**src/rtl/tcc_pkg.sv**
```systemverilog
`default_nettype none

package tcc_pkg;

    // ==========================================================
    // Widths and counter limits
    // ==========================================================
    localparam int          TCC_CNT_W      = 16;
    localparam int          TCC_OFS_W      = 8;
    localparam int          TCC_PRE_W      = 3;
    localparam logic [15:0] TCC_COUNT_ZERO = 16'h0000;
    localparam logic [15:0] TCC_COUNT_MAX  = 16'hFFFF;
    localparam logic [15:0] TCC_COUNT_ONE  = 16'h0001;

    // ==========================================================
    // Register byte offsets
    // ==========================================================
    localparam logic [7:0] TCC_OFS_MODE   = 8'h00;
    localparam logic [7:0] TCC_OFS_CAPCTL = 8'h04;
    localparam logic [7:0] TCC_OFS_OUTCTL = 8'h08;
    localparam logic [7:0] TCC_OFS_PRESC  = 8'h0C;
    localparam logic [7:0] TCC_OFS_COUNT  = 8'h10;
    localparam logic [7:0] TCC_OFS_REG_A  = 8'h14;
    localparam logic [7:0] TCC_OFS_REG_B  = 8'h18;

    // ==========================================================
    // Field positions
    // ==========================================================
    localparam int TCC_MODE_OVF_BIT    = 0;
    localparam int TCC_MODE_TOGGLE_BIT = 1;
    localparam int TCC_MODE_FIELD_LO   = 2;
    localparam int TCC_CAP_A_BIT       = 0;
    localparam int TCC_REVPH_BIT       = 1;
    localparam int TCC_CAP_B_BIT       = 2;
    localparam int TCC_OUT_EN_BIT      = 0;
    localparam int TCC_PRE_SEL_LO      = 0;
    localparam int TCC_EDGE_A_LO       = 3;
    localparam int TCC_EDGE_B_LO       = 5;

    // ==========================================================
    // Encodings
    // ==========================================================
    localparam logic [1:0] TCC_MODE_STOP  = 2'h0;
    localparam logic [1:0] TCC_MODE_FREE  = 2'h1;
    localparam logic [1:0] TCC_MODE_CLEAR = 2'h2;
    localparam logic [1:0] TCC_EDGE_FALL  = 2'h0;
    localparam logic [1:0] TCC_EDGE_RISE  = 2'h1;
    localparam logic [1:0] TCC_EDGE_NONE  = 2'h2;
    localparam logic [1:0] TCC_EDGE_BOTH  = 2'h3;
    localparam logic       TCC_HRESP_OKAY = 1'b0;

    // ==========================================================
    // Bus carriers
    // ==========================================================
    typedef struct packed {
        logic        hsel;
        logic [31:0] haddr;
        logic [1:0]  htrans;
        logic        hwrite;
        logic [2:0]  hsize;
        logic [31:0] hwdata;
        logic        hready;
    } tcc_ahb_req_type;

    typedef struct packed {
        logic [31:0] hrdata;
        logic        hreadyout;
        logic        hresp;
    } tcc_ahb_rsp_type;

endpackage : tcc_pkg

`default_nettype wire

```
**src/rtl/tcc_timer.sv**
```systemverilog
// The address map and the AHB-Lite register port were left to the implementer.
`default_nettype none

module tcc_timer (
    // Clock and reset
    input  wire logic                            hclk,
    input  wire logic                            hresetn,
    // Register bus
    input  wire tcc_pkg::tcc_ahb_req_type        ahb_req,
    output tcc_pkg::tcc_ahb_rsp_type             ahb_rsp,
    // Edge input pins
    input  wire logic                            edge_input_a,
    input  wire logic                            edge_input_b,
    // Timer output pin
    output logic                                 timer_output_pin,
    // Event pulses
    output logic                                 irq_a,
    output logic                                 irq_b
);
    import tcc_pkg::*;

    // ==========================================================
    // State
    // ==========================================================
    typedef struct packed {
        logic [1:0]           mode;
        logic                 toggle_sel;
        logic                 ovf;
        logic                 cap_a;
        logic                 revph;
        logic                 cap_b;
        logic                 out_en;
        logic [1:0]           pre_sel;
        logic [1:0]           edge_a;
        logic [1:0]           edge_b;
        logic [TCC_CNT_W-1:0] cnt;
        logic [TCC_CNT_W-1:0] reg_a;
        logic [TCC_CNT_W-1:0] reg_b;
        logic                 out_lvl;
        logic                 pin;
        logic                 irq_a;
        logic                 irq_b;
        logic                 dp_wr;
        logic [TCC_OFS_W-1:0] dp_addr;
        logic [31:0]          hrdata;
    } tcc_state_type;

    tcc_state_type q;
    tcc_state_type d;

    logic running;
    logic tick;

    // Filtered pin edges.
    logic a_rise;
    logic a_fall;
    logic b_rise;
    logic b_fall;

    // Qualified events.
    logic a_valid;
    logic a_rev;
    logic b_valid;
    logic edge_clear;
    logic match_a;
    logic match_b;
    logic toggle;

    // Bus decode.
    logic accept;
    logic mapped;

    // ==========================================================
    // Edge qualification helpers
    // ==========================================================
    // True on a valid edge of one pin.
    function automatic logic edge_hit(input logic [1:0] sel,
                                      input logic       r,
                                      input logic       f);
        logic hit;

        hit = 1'b0;
        unique case (sel)
            TCC_EDGE_FALL: hit = f;
            TCC_EDGE_RISE: hit = r;
            TCC_EDGE_BOTH: hit = r | f;
            TCC_EDGE_NONE: hit = 1'b0;
        endcase
        return hit;
    endfunction : edge_hit

    // With both edges valid there is no opposite phase left.
    function automatic logic edge_rev(input logic [1:0] sel,
                                      input logic       r,
                                      input logic       f);
        logic hit;

        hit = 1'b0;
        unique case (sel)
            TCC_EDGE_FALL: hit = r;
            TCC_EDGE_RISE: hit = f;
            TCC_EDGE_BOTH: hit = 1'b0;
            TCC_EDGE_NONE: hit = 1'b0;
        endcase
        return hit;
    endfunction : edge_rev

    // ==========================================================
    // Sub-blocks
    // ==========================================================
    // Stopped modes hold the divider cleared.
    tcc_prescaler u_pre (
        .hclk    (hclk),
        .hresetn (hresetn),
        .run     (running),
        .sel     (q.pre_sel),
        .tick    (tick)
    );

    // Both pins are sampled on the count clock.
    tcc_edge_filter u_filt_a (
        .hclk    (hclk),
        .hresetn (hresetn),
        .pin     (edge_input_a),
        .sample  (tick),
        .rise    (a_rise),
        .fall    (a_fall)
    );

    tcc_edge_filter u_filt_b (
        .hclk    (hclk),
        .hresetn (hresetn),
        .pin     (edge_input_b),
        .sample  (tick),
        .rise    (b_rise),
        .fall    (b_fall)
    );

    // ==========================================================
    // Next state
    // ==========================================================
    always_comb begin
        d       = q;
        d.irq_a = 1'b0;
        d.irq_b = 1'b0;

        running = (q.mode == TCC_MODE_FREE) || (q.mode == TCC_MODE_CLEAR);
        a_valid = running && edge_hit(q.edge_a, a_rise, a_fall);
        a_rev   = running && edge_rev(q.edge_a, a_rise, a_fall);
        b_valid = running && edge_hit(q.edge_b, b_rise, b_fall);


        edge_clear = (q.mode == TCC_MODE_CLEAR) && a_valid;
        match_a    = running && tick && !q.cap_a && (q.cnt == q.reg_a);
        match_b    = running && tick && !q.cap_b && (q.cnt == q.reg_b);

        // Register writes land in the data phase; hardware events
        // below are applied afterwards so that they win.
        if (q.dp_wr) begin
            unique case (q.dp_addr)
                TCC_OFS_MODE: begin
                    d.mode       = ahb_req.hwdata[TCC_MODE_FIELD_LO +: 2];
                    d.toggle_sel = ahb_req.hwdata[TCC_MODE_TOGGLE_BIT];
                    if (!ahb_req.hwdata[TCC_MODE_OVF_BIT]) begin
                        d.ovf = 1'b0;
                    end
                end
                TCC_OFS_CAPCTL: begin
                    d.cap_a = ahb_req.hwdata[TCC_CAP_A_BIT];
                    d.revph = ahb_req.hwdata[TCC_REVPH_BIT];
                    d.cap_b = ahb_req.hwdata[TCC_CAP_B_BIT];
                end
                TCC_OFS_OUTCTL: begin
                    d.out_en = ahb_req.hwdata[TCC_OUT_EN_BIT];
                end
                TCC_OFS_PRESC: begin
                    d.pre_sel = ahb_req.hwdata[TCC_PRE_SEL_LO +: 2];
                    d.edge_a  = ahb_req.hwdata[TCC_EDGE_A_LO +: 2];
                    d.edge_b  = ahb_req.hwdata[TCC_EDGE_B_LO +: 2];
                end
                TCC_OFS_REG_A: begin
                    d.reg_a = ahb_req.hwdata[TCC_CNT_W-1:0];
                end
                TCC_OFS_REG_B: begin
                    d.reg_b = ahb_req.hwdata[TCC_CNT_W-1:0];
                end
                default: begin
                end
            endcase
        end

        // Counter: an input-A clear beats a count tick on the same cycle.
        if (!running) begin
            d.cnt = TCC_COUNT_ZERO;
        end else if (edge_clear) begin
            d.cnt = TCC_COUNT_ZERO;
        end else if (tick) begin
            d.cnt = q.cnt + TCC_COUNT_ONE;
        end


        // A clear on the wrap cycle hides the overflow.
        if (running && tick && !edge_clear && q.cnt == TCC_COUNT_MAX) begin
            d.ovf = 1'b1;
        end


        // Register A as capture register.
        if (running && q.cap_a) begin
            if (q.revph) begin
                if (a_rev) begin
                    d.reg_a = q.cnt;
                end
                if (b_valid) begin
                    d.irq_a = 1'b1;
                end
            end else if (b_valid) begin
                d.reg_a = q.cnt;
                d.irq_a = 1'b1;
            end
        end


        // Register B as capture register, input A only.
        if (q.cap_b && a_valid) begin
            d.reg_b = q.cnt;
            d.irq_b = 1'b1;
        end


        // Matches never clear the counter.
        if (match_a) begin
            d.irq_a = 1'b1;
        end
        if (match_b) begin
            d.irq_b = 1'b1;
        end


        // Matches always invert; input-A edges only with edge toggling on.
        toggle = match_a || match_b || (q.toggle_sel && a_valid);
        if (!running) begin
            d.out_lvl = 1'b0;
        end else if (toggle) begin
            d.out_lvl = !q.out_lvl;
        end

        // The enable gates the pin, not the phase.
        d.pin = q.out_en && d.out_lvl;


        // Address phase: capture decode and the read value.
        accept    = ahb_req.hsel && ahb_req.hready && ahb_req.htrans[1];
        mapped    = (ahb_req.haddr[31:TCC_OFS_W] == '0);
        d.dp_wr   = accept && ahb_req.hwrite && mapped;
        d.dp_addr = ahb_req.haddr[TCC_OFS_W-1:0];
        d.hrdata  = 32'h0000_0000;

        if (accept && !ahb_req.hwrite && mapped) begin
            // Read from the next state so a write just before is seen.
            unique case (ahb_req.haddr[TCC_OFS_W-1:0])
                TCC_OFS_MODE: begin
                    d.hrdata[TCC_MODE_FIELD_LO +: 2]  = d.mode;
                    d.hrdata[TCC_MODE_TOGGLE_BIT]     = d.toggle_sel;
                    d.hrdata[TCC_MODE_OVF_BIT]        = d.ovf;
                end
                TCC_OFS_CAPCTL: begin
                    d.hrdata[TCC_CAP_A_BIT] = d.cap_a;
                    d.hrdata[TCC_REVPH_BIT] = d.revph;
                    d.hrdata[TCC_CAP_B_BIT] = d.cap_b;
                end
                TCC_OFS_OUTCTL: begin
                    d.hrdata[TCC_OUT_EN_BIT] = d.out_en;
                end
                TCC_OFS_PRESC: begin
                    d.hrdata[TCC_PRE_SEL_LO +: 2] = d.pre_sel;
                    d.hrdata[TCC_EDGE_A_LO +: 2]  = d.edge_a;
                    d.hrdata[TCC_EDGE_B_LO +: 2]  = d.edge_b;
                end
                TCC_OFS_COUNT: begin
                    d.hrdata[TCC_CNT_W-1:0] = d.cnt;
                end
                TCC_OFS_REG_A: begin
                    d.hrdata[TCC_CNT_W-1:0] = d.reg_a;
                end
                TCC_OFS_REG_B: begin
                    d.hrdata[TCC_CNT_W-1:0] = d.reg_b;
                end
                default: begin
                end
            endcase
        end
    end

    // ==========================================================
    // State register
    // ==========================================================
    always_ff @(posedge hclk or negedge hresetn) begin
        if (!hresetn) begin
            q <= '0;
        end else begin
            q <= d;
        end
    end

    // ==========================================================
    // Outputs
    // ==========================================================
    // The slave never stalls, so every transfer is zero wait.
    assign ahb_rsp.hrdata    = q.hrdata;
    assign ahb_rsp.hreadyout = 1'b1;
    assign ahb_rsp.hresp     = TCC_HRESP_OKAY;

    // Pins and event pulses.
    assign timer_output_pin  = q.pin;
    assign irq_a             = q.irq_a;
    assign irq_b             = q.irq_b;

endmodule : tcc_timer

`default_nettype wire

```
**src/rtl/tcc_prescaler.sv**
```systemverilog
`default_nettype none

module tcc_prescaler (
    // Clock and reset
    input  wire logic                            hclk,
    input  wire logic                            hresetn,
    // Control
    input  wire logic                            run,
    input  wire logic [1:0]                      sel,
    // Count clock enable
    output logic                                 tick
);
    import tcc_pkg::*;

    typedef struct packed {
        logic [TCC_PRE_W-1:0] cnt;
        logic                 tick;
    } tcc_pre_state_type;

    tcc_pre_state_type q;
    tcc_pre_state_type d;
    logic [TCC_PRE_W-1:0] mask;

    // ==========================================================
    // Divider: one tick every 2**sel clocks
    // ==========================================================
    always_comb begin
        d    = q;
        mask = TCC_PRE_W'((1 << sel) - 1);
        if (!run) begin
            d.cnt  = '0;
            d.tick = 1'b0;
        end else begin
            d.tick = ((q.cnt & mask) == mask);
            d.cnt  = q.cnt + TCC_PRE_W'(1);
        end
    end

    always_ff @(posedge hclk or negedge hresetn) begin
        if (!hresetn) begin
            q <= '0;
        end else begin
            q <= d;
        end
    end

    assign tick = q.tick;

endmodule : tcc_prescaler

`default_nettype wire

```
**src/rtl/tcc_edge_filter.sv**
```systemverilog
`default_nettype none

module tcc_edge_filter (
    // Clock and reset
    input  wire logic                            hclk,
    input  wire logic                            hresetn,
    // Pin and sample strobe
    input  wire logic                            pin,
    input  wire logic                            sample,
    // Accepted edges
    output logic                                 rise,
    output logic                                 fall
);
    import tcc_pkg::*;

    typedef struct packed {
        logic s1;
        logic s2;
        logic smp;
        logic lvl;
        logic rise;
        logic fall;
    } tcc_filt_state_type;

    tcc_filt_state_type q;
    tcc_filt_state_type d;

    // ==========================================================
    // Two-sample glitch filter
    // ==========================================================
    // A new level is accepted only when two consecutive samples
    // agree, so a pulse shorter than one sample period is dropped.
    always_comb begin
        d      = q;
        d.s1   = pin;
        d.s2   = q.s1;
        d.rise = 1'b0;
        d.fall = 1'b0;
        if (sample) begin
            d.smp = q.s2;
            if (q.s2 == q.smp && q.s2 != q.lvl) begin
                d.lvl  = q.s2;
                d.rise = q.s2;
                d.fall = !q.s2;
            end
        end
    end

    always_ff @(posedge hclk or negedge hresetn) begin
        if (!hresetn) begin
            q <= '0;
        end else begin
            q <= d;
        end
    end

    assign rise = q.rise;
    assign fall = q.fall;

endmodule : tcc_edge_filter

`default_nettype wire

```
**config.mk**
```make
export PLATFORM = sky130hd
export DESIGN_NAME = tcc_timer
export DESIGN_NICKNAME = d
export VERILOG_FILES = /design/src/rtl/tcc_pkg.sv /design/src/rtl/tcc_timer.sv /design/src/rtl/tcc_prescaler.sv /design/src/rtl/tcc_edge_filter.sv
export SDC_FILE = /design/constraint.sdc
export NUM_CORES = 1
export LEC_CHECK = 0
export BUFFER_PORTS_ARGS = -buffer_cell sky130_fd_sc_hd__buf_2
export CAP_MARGIN = 20
export CORE_ASPECT_RATIO = 0.75
export CORE_UTILIZATION = 56
export CTS_CLUSTER_DIAMETER = 50
export CTS_CLUSTER_SIZE = 40
export DETAILED_ROUTE_END_ITERATION = 16
export GPL_TIMING_DRIVEN = 0
export MAX_ROUTING_LAYER = met4
export PLACE_DENSITY = 0.81
export SETUP_SLACK_MARGIN = 0.1
export SLEW_MARGIN = 30
export SYNTH_ARGS = -nofsm -noshare
export SYNTH_HDL_FRONTEND = slang
export SYNTH_SLANG_ARGS = --single-unit
```
**constraint.sdc**
```tcl
create_clock -name hclk -period 2.7 [get_ports hclk]
set_clock_uncertainty 0.2 [all_clocks]
set_input_delay 0 -clock hclk [delete_from_list [all_inputs] [get_ports hclk]]
set_output_delay 0 -clock hclk [all_outputs]
set_load 0.05 [all_outputs]
```
==> metrics.md <==
| Metric | Value |
|---|---|
| Run status | `finished, final reports clean` |
| Iteration-0 DRC Markers | `about 520` |
| RSZ-0062 raised after global routing | `true` |
| R2R Path End | `ahb_rsp[5]` |
| Clk network pwr share | `0.372` |
| Total die area | `10900 µm²` |
| CP peak stage delay | `roughly 0.46 ns` |
| DP Wirelength | `approximately 12000 µm` |
| Hold_sp | `edge_input_a` |
| Routed vias | `roughly 5000` |
| Antenna Nets Post-Route | `0` |
| Overflow after GRT | `0` |
| Net count, final | `791` |
| Critical setup path kind | `flip-flop to flip-flop` |
| Cells after Synth | `571` |
| Seq/Total Area, Yosys | `0.457` |
| Effective utilization at floorplan | `0.591` |
| H-tree Lvls | `3` |
| Number of synthesized flops with an enable pin | `0` |
| Port Buf Inserts | `74` |
| Flop-to-flop setup slack | `roughly 0.11 ns` |
| Hold WC Path Type | `primary input to flip-flop` |
| Net Sw Power | `0.907 mW` |
| Syn_area_per_cell | `10.3 µm²` |
| Top-Level Pins | `between 100 and 150` |
| Leakage power | `between 3 and 4 nW` |
| Vias in the first global route | `5051` |
| Sw frac | `0.259` |
| Setup violations, final | `0` |
| Clk sinks | `107` |
| Slew at the pin closest to its max-slew limit | `about 0.64 ns` |
| Maximum vdd drop | `approximately 0.34 mV` |
| Initial antenna violation count | `0` |
| Total iterations of the first detailed-routing run | `5` |
| Setup_tns | `0 ns` |
| Worst hold stages | `2` |
| Synthesis-to-layout area growth | `24.3%` |
| Commonest non-fill, non-tap cell in the layout | `dfrtp_1` |
| Area of the mapped netlist | `5860 µm²` |
| Worst-case reg-to-reg path depth | `7` |
| CP Buf/Inv Count | `1` |
| Relative slew slack | `0.574` |
| Die height | `about 90 µm` |
| R2r startpoint | `q[36]` |
| Crit path DAT | `approximately 2.6 ns` |
| Slew Limit Fails | `0` |
| FP Rows | `31` |
| Global Route Usage Sum | `0.340` |
| FFs w/ async S/R, synth | `1.00` |
| Layout cell share with drive strength beyond 1 | `0.285` |
| Logic pwr share | `0.128` |
| Dominant synthesized flop cell | `dfrtp_1` |
| First-pass GRT wire length | `roughly 27000 µm` |
| Crit path required time | `around 2.7 ns` |
| Placer Congestion | `~0.95` |
| Core outline area | `just under 10000 µm²` |
| Drt drc | `0` |
| Final WL | `~17000 µm` |
| Clock transition at path regs | `0.06 ns` |
| Sequential Power Share | `0.499` |
| Final min period | `~2.6 ns` |
| Cell variety after synth | `68` |
| Clk buf depth | `2` |
| Worst hold slack | `between 0.09 and 0.1 ns` |
| CP top delay family | `simple AND/OR/NAND/NOR gates` |
| Fmax | `between 0.3 and 0.4 GHz` |
| Skew-Pair Late Insertion Delay | `around 0.35 ns` |
| PD cells | `just under 500 nW/µm²` |
| CTS tree | `built` |
| CP startpoint | `q[36]` |
| Most frequent cells in the layout | `dfrtp_1 (106), buf_2 (83), nor2_1 (52)` |
| # diodes | `0` |
| Via/cell ratio | `5.94` |
| Fin crit share | `0.958` |
| Crit-path cells | `nor3_2 > and4_1 > buf_2 > mux2_2 > a22o_1 > a211oi_2 > a21oi_2` |
| Ys Warns | `0` |
| Final hold viol count | `0` |
| Drt wl/cell | `around 20 µm` |
| TritonCTS Buffers | `9` |
| Chip width | `roughly 120 µm` |
| Root Driver | `clkbuf_16` |
| CP max FO | `7` |
| Largest net degree at the start of global routing | `56` |
| Min-Delay Endpoint | `u_filt_a.d[4]` |
| MaxCap Viol Count | `0` |
| Critical path capture point type | `flip-flop` |
| Internal cell power | `roughly 2.6 mW` |
| Yosys reg bits | `about 110` |
| Worst Setup Start Kind | `flip-flop` |
| Crit path max-delay cell type | `dfrtp_2` |
## worst max-delay path by stage
stage / endpoint / slack, ns / depth (start not counted)
after CTS: ahb_rsp[2] / 0.11 / 7
final: ahb_rsp[5] / 0.11 / 7
after detailed placement: ahb_rsp[5] / -0.32 / 9
after global routing: ahb_rsp[5] / 0.06 / 6
after floorplan: ahb_rsp[5] / 0.33 / 9
after global placement: ahb_rsp[5] / -0.34 / 9
## cell type report
cell class                      instances  area (µm²)
Tap cell                              132         165
Multi-Input combinational cell        400        2880
Clock inverter                          4        51.3
Sequential cell                       107        2680
Timing Repair Buffer                  114         790
Inverter                               12        45.0
Buffer                                 68         440
Fill cell                             728        2640
Clock buffer                           12         236
## Yosys cell counts, drive strengths merged, types with 12 or more instances
| library cell | count | area share |
|---|---|---|
| dfrtp | 107 | 0.46 |
| buf | 53 | 0.061 |
| nor2 | 53 | 0.035 |
| mux2i | 47 | 0.080 |
| nand2 | 33 | 0.022 |
| xor2 | 33 | 0.049 |
| a21oi | 21 | 0.019 |
| mux2 | 19 | 0.036 |
| nor3 | 18 | 0.017 |
| clkbuf | 15 | 0.0096 |
| xnor2 | 15 | 0.022 |
| nand3 | 14 | 0.013 |
| o21ai | 12 | 0.010 |
## power groups by stage
stage	Sequential, mW	Combinational [mW]	Clock [mW]
3_3_place_gp	1.77	0.374	0
6_report	1.75	0.450	1.31
5_1_grt	1.76	0.486	1.38
2_1_floorplan	1.76	0.256	0
3_5_place_dp	1.78	0.393	0
4_1_cts	1.75	0.439	1.31
## stage by stage
| stage | setup slack, ns | power (mW) | util | instances | area [µm²] |
|---|---|---|---|---|---|
| after floorplan | 0.332 | 2.02 | - | 587 | 5920 |
| after global placement | -0.344 | 2.15 | 0.651 | 793 | 6460 |
| after detailed placement | -0.320 | 2.17 | 0.654 | 794 | 6490 |
| after CTS | 0.110 | 3.50 | 0.727 | 846 | 7220 |
| after global routing | 0.0613 | 3.62 | 0.734 | 849 | 7290 |
| final | 0.113 | 3.51 | 0.734 | 849 | 7290 |
## logic make-up after synthesis
logic type / Yosys count / synth area share
AOI/OAI and AO/OA: 82 / 0.0975
adders and majority gates: 3 / 0.00640
other: 2 / 0.00128
DFF: 107 / 0.457
xor gates and xnor gates: 48 / 0.0717
muxes: 66 / 0.117
buffers and inverters: 80 / 0.0781
and+or+nand+nor: 183 / 0.172
## layer usage
metal	global-route usage	up-vias	wire length [µm]
met5	-	-	0
met4	0.108	0	401
met3	0.0600	47	1550
met2	0.497	308	7650
met1	0.482	2452	7410
li1	-	2235	-
## sequential cells by signal, indices dropped and copies added, names as in the netlist
register          cells
u_filt_a.d            1
u_filt_b.q            3
q                    72
u_filt_b.fall         1
u_filt_a.q            3
ahb_rsp              16
timer_output_pin      1
irq_b                 1
u_filt_a.fall         1
u_filt_b.rise         1
u_pre.q               3
u_filt_b.d            1
u_filt_a.rise         1
irq_a                 1
u_pre.tick            1
## repair_timing
action                                  4_1_cts  5_1_grt
pin swaps                                     3        5
resized for setup                            20       18
endpoints found under the hold margin       175        0
hold buffers                                 33        0
gates cloned                                  0        0
setup buffers                                 3        3
endpoints found under the setup margin       28       20
No activity file was read; power rests on OpenSTA's default activity.
